### src/rtl/gpio_bank_pkg.sv
// package: register map, reset values and widths of the pin bank
package gpio_bank_pkg;

  // ==========================================================
  // widths
  localparam int unsigned PIN_COUNT  = 16;
  localparam int unsigned ADDR_WIDTH = 16;

  // ==========================================================
  // register byte offsets
  localparam logic [15:0] OFS_BANK_EVENT_ENABLE = 16'h8000;
  localparam logic [15:0] OFS_PIN_DIRECTION     = 16'h0010;
  localparam logic [15:0] OFS_OUTPUT_LATCH      = 16'h0014;
  localparam logic [15:0] OFS_OUTPUT_SET        = 16'h0018;
  localparam logic [15:0] OFS_OUTPUT_CLEAR      = 16'h001c;
  localparam logic [15:0] OFS_PIN_LEVEL         = 16'h0020;
  localparam logic [15:0] OFS_RISE_SET          = 16'h0024;
  localparam logic [15:0] OFS_RISE_CLEAR        = 16'h0028;
  localparam logic [15:0] OFS_FALL_SET          = 16'h002c;
  localparam logic [15:0] OFS_FALL_CLEAR        = 16'h0030;

  // ==========================================================
  // field positions and reset values
  localparam int unsigned ENABLE_BIT         = 0;
  localparam logic [15:0] DIRECTION_RESET    = 16'hffff;
  localparam logic [15:0] LATCH_RESET        = 16'h0000;
  localparam logic [15:0] MASK_RESET         = 16'h0000;

  // ==========================================================
  // bus encodings
  localparam logic [1:0] HTRANS_NONSEQ = 2'h2;
  localparam logic [1:0] HTRANS_SEQ    = 2'h3;
  localparam logic       HRESP_OKAY    = 1'h0;

endpackage : gpio_bank_pkg

### src/rtl/gpio_bank_edge_events.sv
// sixteen-pin general purpose bank with edge events, on an ahb-lite slave
// Notes on behaviour
// - direction bit 0 output, 1 input
// - set port write one drives latch high
// - clear port write one drives latch low
// - latch write loads all bits at once
// - zero bits in set/clear change nothing
// - input pins ignore latch changes
// - pin level register returns sampled pins
// - set/clear ports read back the latch
// - per-pin event on rise, fall or both
// - edges detected in the peripheral clock
// - input pin transitions trigger selected events
// - output latch changes trigger events too
// - mask pair: 00 off,01 fall,10 rise,11 both
// - edge masks reachable only through ports
// - rise set port write one sets mask
// - rise clear port write one clears mask
// - fall ports work the same way
// - rise ports read rise mask, fall likewise
// - bank enable bit 0 gates all events
// - no freezing during debug halt
// - all sixteen events offered to cpu and dma
// - all pins inputs after reset
// - latch reads stored value, not the pin
//
// Our own choice: the AHB-Lite interface to the registers.
module gpio_bank_edge_events
  import gpio_bank_pkg::*;
#(
  parameter int unsigned PINS = PIN_COUNT
) (
  input  wire logic            clk,
  input  wire logic            nrst,
  // ahb-lite slave
  input  wire logic            hsel,
  input  wire logic [31:0]     haddr,
  input  wire logic [1:0]      htrans,
  input  wire logic            hwrite,
  input  wire logic [2:0]      hsize,
  input  wire logic [31:0]     hwdata,
  input  wire logic            hready,
  output logic      [31:0]     hrdata,
  output logic                 hreadyout,
  output logic                 hresp,
  // pins, three signals each
  input  wire logic [PINS-1:0] general_pin_in,
  output logic      [PINS-1:0] general_pin_out,
  output logic      [PINS-1:0] general_pin_oe,
  // events to cpu interrupt controller and dma controller
  output logic      [PINS-1:0] pin_event_vector,
  output logic      [PINS-1:0] pin_event_dma
);

  // ==========================================================
  // bus address phase capture
  logic [15:0]     addr_ff,   nxt_addr;
  logic            wr_ff,     nxt_wr;
  logic            rd_ff,     nxt_rd;
  logic [31:0]     rdata_ff,  nxt_rdata;
  logic            take;

  // state registers
  logic [PINS-1:0] dir_ff,    nxt_dir;
  logic [PINS-1:0] latch_ff,  nxt_latch;
  logic [PINS-1:0] rise_ff,   nxt_rise;
  logic [PINS-1:0] fall_ff,   nxt_fall;
  logic            enable_ff, nxt_enable;
  logic [PINS-1:0] sync1_ff,  sync2_ff,  prev_ff;
  logic [PINS-1:0] event_ff,  nxt_event;
  logic [PINS-1:0] pin_level;
  logic [PINS-1:0] wdata;

  // slave is always ready with an okay answer, so no wait states
  assign hreadyout = 1'b1;
  assign hresp     = HRESP_OKAY;
  assign hrdata    = rdata_ff;
  assign wdata     = hwdata[PINS-1:0];

  // only whole-word transfers are expected; hsize is not checked
  assign take = hsel && hready && (htrans == HTRANS_NONSEQ || htrans == HTRANS_SEQ);

  // ==========================================================
  // address phase next values
  always_comb begin
    nxt_addr = addr_ff;
    nxt_wr   = 1'b0;
    nxt_rd   = 1'b0;
    if (take) begin
      nxt_addr = {haddr[15:2], 2'b00};
      nxt_wr   = hwrite;
      nxt_rd   = !hwrite;
    end
  end

  always_ff @(posedge clk or negedge nrst) begin
    if (!nrst) begin
      addr_ff <= 16'h0000;
      wr_ff   <= 1'b0;
      rd_ff   <= 1'b0;
    end else begin
      addr_ff <= nxt_addr;
      wr_ff   <= nxt_wr;
      rd_ff   <= nxt_rd;
    end
  end

  // ==========================================================
  // register writes in the data phase
  always_comb begin
    nxt_dir    = dir_ff;
    nxt_latch  = latch_ff;
    nxt_rise   = rise_ff;
    nxt_fall   = fall_ff;
    nxt_enable = enable_ff;
    if (wr_ff) begin
      unique case (addr_ff)
        OFS_BANK_EVENT_ENABLE: nxt_enable = hwdata[ENABLE_BIT];
        OFS_PIN_DIRECTION:     nxt_dir    = wdata;
        OFS_OUTPUT_LATCH:      nxt_latch  = wdata;
        OFS_OUTPUT_SET:        nxt_latch  = latch_ff | wdata;
        OFS_OUTPUT_CLEAR:      nxt_latch  = latch_ff & ~wdata;
        OFS_RISE_SET:          nxt_rise   = rise_ff | wdata;
        OFS_RISE_CLEAR:        nxt_rise   = rise_ff & ~wdata;
        OFS_FALL_SET:          nxt_fall   = fall_ff | wdata;
        OFS_FALL_CLEAR:        nxt_fall   = fall_ff & ~wdata;
        default: ;                                                // unmapped or read-only
      endcase
    end
  end

  // reset: all inputs (drivers off), latch and masks clear
  always_ff @(posedge clk or negedge nrst) begin
    if (!nrst) begin
      dir_ff    <= DIRECTION_RESET[PINS-1:0];
      latch_ff  <= LATCH_RESET[PINS-1:0];
      rise_ff   <= MASK_RESET[PINS-1:0];
      fall_ff   <= MASK_RESET[PINS-1:0];
      enable_ff <= 1'b0;
    end else begin
      dir_ff    <= nxt_dir;
      latch_ff  <= nxt_latch;
      rise_ff   <= nxt_rise;
      fall_ff   <= nxt_fall;
      enable_ff <= nxt_enable;
    end
  end

  // ==========================================================
  // read data, registered at the address phase so it stands in the data phase
  // masks have no own address: they show only through their ports
  always_comb begin
    nxt_rdata = 32'h0000_0000;
    if (take && !hwrite) begin
      unique case ({haddr[15:2], 2'b00})
        OFS_BANK_EVENT_ENABLE: nxt_rdata[ENABLE_BIT] = enable_ff;
        OFS_PIN_DIRECTION:     nxt_rdata[PINS-1:0]   = dir_ff;
        OFS_OUTPUT_LATCH:      nxt_rdata[PINS-1:0]   = latch_ff;
        OFS_OUTPUT_SET,
        OFS_OUTPUT_CLEAR:      nxt_rdata[PINS-1:0]   = latch_ff;
        OFS_PIN_LEVEL:         nxt_rdata[PINS-1:0]   = pin_level;
        OFS_RISE_SET,
        OFS_RISE_CLEAR:        nxt_rdata[PINS-1:0]   = rise_ff;
        OFS_FALL_SET,
        OFS_FALL_CLEAR:        nxt_rdata[PINS-1:0]   = fall_ff;
        default:               nxt_rdata             = 32'h0000_0000;
      endcase
    end
  end

  always_ff @(posedge clk or negedge nrst) begin
    if (!nrst) begin
      rdata_ff <= 32'h0000_0000;
    end else begin
      rdata_ff <= nxt_rdata;
    end
  end

  // ==========================================================
  // pin drivers: latch only reaches pins set as outputs
  assign general_pin_out = latch_ff;
  assign general_pin_oe  = ~dir_ff;

  // ==========================================================
  // sampling and edge detection, all in clk; no halt input exists,
  // so debug halts cannot freeze anything
  // the pad sees our own drive, so output changes show as edges
  assign pin_level = sync2_ff;

  always_ff @(posedge clk or negedge nrst) begin
    if (!nrst) begin
      sync1_ff <= '0;
      sync2_ff <= '0;
      prev_ff  <= '0;
    end else begin
      sync1_ff <= general_pin_in;
      sync2_ff <= sync1_ff;
      prev_ff  <= sync2_ff;
    end
  end

  // per-pin edge select against the mask pair
  genvar g;
  generate
    for (g = 0; g < PINS; g++) begin : g_edge
      always_comb begin
        // current vs previous sample: one cycle per edge
        nxt_event[g] = enable_ff &&
                       ((rise_ff[g] && sync2_ff[g] && !prev_ff[g]) ||
                        (fall_ff[g] && !sync2_ff[g] && prev_ff[g]));
      end
    end
  endgenerate

  always_ff @(posedge clk or negedge nrst) begin
    if (!nrst) begin
      event_ff <= '0;
    end else begin
      event_ff <= nxt_event;
    end
  end

  // same pulse offered to the cpu and the dma controller
  assign pin_event_vector = event_ff;
  assign pin_event_dma    = event_ff;

endmodule : gpio_bank_edge_events

### config.mk
export PLATFORM = sky130hd
export DESIGN_NAME = gpio_bank_edge_events
export DESIGN_NICKNAME = d
export VERILOG_FILES = /design/src/rtl/gpio_bank_pkg.sv /design/src/rtl/gpio_bank_edge_events.sv
export SDC_FILE = /design/constraint.sdc
export NUM_CORES = 1
export LEC_CHECK = 0
export ABC_CLOCK_PERIOD_IN_PS = 5300
export BUFFER_PORTS_ARGS = -buffer_cell sky130_fd_sc_hd__buf_4
export CORE_MARGIN = 2
export CORE_UTILIZATION = 50
export CTS_CLUSTER_SIZE = 16
export DETAILED_ROUTE_END_ITERATION = 12
export PLACE_DENSITY = 0.76
export SYNTH_ARGS = -nofsm -noshare
export SYNTH_HDL_FRONTEND = slang
export SYNTH_SLANG_ARGS = --single-unit
### constraint.sdc
create_clock -name clk -period 5.3 [get_ports clk]
set_input_delay 0.265 -clock clk [delete_from_list [all_inputs] [get_ports clk]]
set_output_delay 0.265 -clock clk [all_outputs]
set_load 0.03 [all_outputs]
== After elaboration in Yosys (flattened, before gate mapping) ==
Index checks and enable logic that the tools add are counted.
Widths: inputs -> output; s select.

* $add $sub $neg: 0
* Multiply operators: 0
* Divide/modulo/power cells: 0
* $lt $le $gt $ge: 0
* Eq/ne operators: 21
* Shifts and indexed selects: 0
* Multiplexer cells: 7
* Bitwise logic cells: 8
* Reductions and logical operators: 144

{| class="wikitable"
|+ Operators with widths
! cell !! number
|-
| $eq 14x4->1 const B || 9
|-
| $eq 14x3->1 const B || 8
|-
| $logic_and 1x1->1 || 83
|-
| $pmux 15 s5 || 1
|-
| $pmux 16 s2 || 2
|-
| $and 16x16->16 || 3
|-
| $or 16x16->16 || 3
|-
| $pmux 16 s3 || 1
|-
| $logic_not 1->1 || 33
|-
| $not 16->16 || 2
|-
| $eq 14x14->1 const B || 2
|-
| $logic_or 1x1->1 || 17
|-
| $mux 16 || 1
|-
| $reduce_and 2->1 || 5
|-
| $pmux 1 s6 || 1
|-
| $eq 2x2->1 const B || 2
|-
| $reduce_bool 2->1 || 2
|-
| $reduce_or 2->1 || 2
|-
| $reduce_bool 3->1 || 1
|-
| $reduce_or 3->1 || 1
|-
| $mux 1 || 1
|}

* Flip-flop bits (word level): 176
* Latch bits: 0
* RAM bits: 0
* Memory bits (read-only): 0
* Input bits: 90
* Output and inout port bits: 98
* Word-level logic and storage cells: 192
* Memories kept: 0

== Longest topological paths before layout ==
* Depth in word-level cells: 5
* Depth in mapped cells: 7
* Depth with buffers taken out: 4

== Least setup slack after synthesis ==
OpenSTA, ideal clock, no wires.

* Path type: flip-flop to flip-flop
* Start: reg addr_ff[13]
* End: reg dir_ff[10]
* Setup time: 0.082 ns
* Arrival: 1.755 ns
* Data required time: 5.218 ns
* Path slack: 3.463 ns
* Stages on the path, launching flop included: 6
* Buffers on the path: 1
* Period minus slack after synthesis: 1.837 ns
* Cells stage by stage: dfrtp_1 nor4_4 nand3_2 nor3_2 buf_6 mux2_2

* Longest elaborated chain between the ends: 2

{| class="wikitable"
|+ RTL lines
! element !! RTL line !! text
|-
| start, declared || gpio_bank_edge_events.sv:57 || <nowiki>logic [15:0] addr_ff, nxt_addr;</nowiki>
|-
| start signal, assigned || gpio_bank_edge_events.sv:102 || <nowiki>addr_ff <= nxt_addr;</nowiki>
|-
| $eq 14x3->1 || gpio_bank_edge_events.sv:117 || <nowiki>unique case (addr_ff)</nowiki>
|-
| $reduce_and 2->1 (no source line) || - ||
|-
| end signal, assigned || gpio_bank_edge_events.sv:135 || <nowiki>dir_ff <= DIRECTION_RESET[PINS-1:0];</nowiki>
|-
| end signal, assigned || gpio_bank_edge_events.sv:141 || <nowiki>dir_ff <= nxt_dir;</nowiki>
|-
| end, declared || gpio_bank_edge_events.sv:64 || <nowiki>logic [PINS-1:0] dir_ff, nxt_dir;</nowiki>
|}

No other way between the ends.
A chain may end at the register's enable or synchronous reset.

== Final worst setup path ==
* Start: in haddr[11]
* End: reg rdata_ff[9], in the netlist hrdata[9]

* Longest elaborated chain between the ends: 4
* Elaborated cells between the ends (all ways): 14
* Classes of those cells: eq/ne: 9; mux: 2; reduce/logical: 3

{| class="wikitable"
|+ RTL lines
! element !! RTL line !! text
|-
| start, declared || gpio_bank_edge_events.sv:37 || <nowiki>input wire logic [31:0] haddr,</nowiki>
|-
| $eq 14x3->1 or $eq 14x4->1 (tied branches) || gpio_bank_edge_events.sv:155 || <nowiki>unique case ({haddr[15:2], 2'b00})</nowiki>
|-
| $reduce_or 3->1 (no source line) or $reduce_or 2->1 (tied branches) || - ||
|-
| $pmux 15 s5 * || gpio_bank_edge_events.sv:155 ||
|-
| $mux 16 * || gpio_bank_edge_events.sv:154 || <nowiki>if (take && !hwrite) begin</nowiki>
|-
| net nxt_rdata[9] || gpio_bank_edge_events.sv:60 || <nowiki>logic [31:0] rdata_ff, nxt_rdata;</nowiki>
|-
| end signal, assigned || gpio_bank_edge_events.sv:175 || <nowiki>rdata_ff <= nxt_rdata;</nowiki>
|-
| end, declared || gpio_bank_edge_events.sv:60 ||
|}

Mark *: on every way through the listed nets, which the timed path passes. The rest lies on a longest branch.

==> metrics.md <==
| Metric | Value |
|---|---|
| Antenna Violating Nets Remaining | 0 |
| Row count | 43 |
| H-tree depth | 4 |
| Inserted Diodes | 0 |
| Crit path kind | input port to flip-flop |
| TNS Setup | 0 ns |
| Post-layout min period | 2.74 ns |
| Avg Inst Size Synth | 11.6 um2 |
| Fin nets | 818 |
| Area of the mapped netlist | 7140 um2 |
| Distinct cells, synth | 46 |
| Placeable Area | 13900 um2 |
| Grt ovf | 0 |
| Fin util | 0.624 |
| Reg-to-reg slack, setup | 2.70 ns |
| Unrepaired setup endpoints after global routing | no |
| Hold Path Class | input port to asynchronous set/reset pin |
| Largest net degree at the start of global routing | 110 |
| # DRC | 0 |
| Worst reg-to-reg path cell count | 4 |
| CTS tree | yes |
| Max-slew violation count | 0 |
| Dpl hpwl | 11400 um |
| Share of cells above drive strength 1 | 0.341 |
| Setup WS pre-CTS | 2.13 ns |
| Fmax | 0.364 GHz |
| Die W | 123 um |
| Worst VDD drop | 0.000220 V |
| Reg-to-reg startpoint | addr_ff[2] |
| IO Pins | 188 |
| Clk_lat worst skew | 0.42 ns |
| Gate Count Post-Synth | 614 |
| Total routed wirelength | 17000 um |
| Failing checks | hold timing |
| Async S/R FF share, synth | 1.00 |
| Sequential share of the synthesized area | 0.564 |
| Number of global-route vias before repair | 5262 |
| DRT Pass-1 Iters | 5 |
| Port buffer count | 131 |
| Critical Path Fanout Max | 32 |
| First-pass GRT wire length | 27300 um |
| Die ar. | 15200 um2 |
| Via count | 5237 |
| Number of synthesized flops with an enable pin | 0 |
| Status | finished with violations |
| Final Wtd Congestion | 0.794 |
| Crit. End Element | flip-flop |
| Final Hold Viols | 31 |
| Root Driver | clkbuf_16 |
| Area leader, netlist | dfrtp_1 |
| Synth top area share | 0.505 |
| # setup viols final | 0 |
| Synth area leaders | dfrtp_1, mux2_2, dfstp_2 |
| Power per cell area | 304 nW/um2 |
| Clock-pin slew on the worst setup and hold paths | 0.06 ns |
| Initial antenna violation count | 0 |
| TritonCTS Sinks | 160 |
| Crit path required time | 5.62 ns |
| Number of synthesized register bits | 160 |
| Post_cts resized | 0 |
| Max_cap viols | 0 |
| Fillers | 1114 |
| Worst-case clock buffer depth | 2 |
| Worst-Margin Slew | 1.29 ns |
| Final hold slack | -0.0450 ns |
| Fin crit share | 0.518 |
| Post-CTS setup buffers | 0 |
| Synth warn | 0 |
| Worst Skew | 0.00842 ns |
| CP startpoint kind | input port |
| Die Span Y | 123 um |
| Total CTS buffers | 17 |
| Slew headroom | 0.137 |
| Ys flop type | dfrtp_1 |
| Layout area overhead | 21.8% |
| Starting Density | 0.512 |
| Most frequent cells in the layout | dfrtp_1, buf_4, o21ai_0 |
| Pleak | 3.87 nW |
| Wirelength per Cell | 18.6 um |
| Iter 0 DRT Violations | 385 |
| Vias per cell | 5.71 |
| WP data arrival | 3.06 ns |
| Overall power | 2.64 mW |
| Setup WS post-layout | 2.56 ns |
| GRT Overall Usage | 0.236 |
| Most common cell after layout, fill and taps aside | dfrtp_1 |
-- synth_stat cells (all sizes together), types with 3 or more instances --
cell type,instances
nand2,20
buf,50
nor4b,4
mux2,47
nand4b,3
and3,15
a21oi,47
nand3,19
nor2b,17
nor2,7
inv,18
o21ai,48
dfrtp,144
o21bai,16
clkbuf,21
dfstp,16
nand3b,17
or3b,15
a32o,16
a31oi,17
nor4,5
a32oi,16
and2,17
-- cells by family after synthesis --
group / count (synthesis) / synth area share
muxes: 47 / 0.0742
other: 2 / 0.00105
xor gates and xnor gates: 2 / 0.00246
and+or+nand+nor: 152 / 0.144
DFF: 160 / 0.564
AOI/OAI and AO/OA: 162 / 0.143
buffers and inverters: 89 / 0.0712
-- per-stage QoR --
step | instance area, um2 | cells
after global placement | 8000 | 873
final | 8690 | 917
after floorplan | 7200 | 630
after CTS | 8690 | 917
after detailed placement | 8000 | 873
after global routing | 8690 | 917
-- metal layers --
layer / up-vias / track usage / routed length, um
met1: 2597 / 0.346 / 7850
met2: 217 / 0.349 / 7770
met5: - / 0 / 0
li1: 2397 / - / -
met4: 0 / 0.0852 / 253
met3: 26 / 0.0457 / 1150
-- layout make-up --
| cell class | count | area, um2 | area share |
|---|---|---|---|
| Inverter | 18 | 67.6 | 0.00777 |
| Multi-Input combinational cell | 381 | 2670 | 0.307 |
| Sequential cell | 160 | 4020 | 0.463 |
| Clock buffer | 22 | 474 | 0.0546 |
| Clock inverter | 6 | 61.3 | 0.00705 |
| Timing Repair Buffer | 150 | 1170 | 0.135 |
| Tap cell | 180 | 225 | 0.0259 |
-- worst max-delay path by stage --
stage | from | to | slack, ns
2_1_floorplan | addr_ff[13] | dir_ff[10] | 3.46
5_1_grt | haddr[11] | hrdata[9] | 2.39
4_1_cts | haddr[11] | hrdata[9] | 2.56
6_report | haddr[11] | hrdata[9] | 2.56
3_3_place_gp | haddr[11] | hrdata[9] | 2.22
3_5_place_dp | haddr[11] | hrdata[9] | 2.13
-- critical path, stage by stage --
cell and delay, ns:
buf_4 0.11, or4_4 0.57, nor2_2 0.93, nand4b_1 0.79, a21oi_1 0.39
-- repair_timing --
| action | 4_1_cts | 5_1_grt |
|---|---|---|
| setup endpoints to repair | 0 | 0 |
| hold endpoints to repair | 16 | 0 |
| hold buffers | 16 | 0 |
-- report_power, final --
part           switching (mW)  internal (mW)
registers              0.0423           1.27
clock network           0.455          0.671
logic                   0.133         0.0752
total                   0.631           2.01
(Power assumes the default switching activity.)
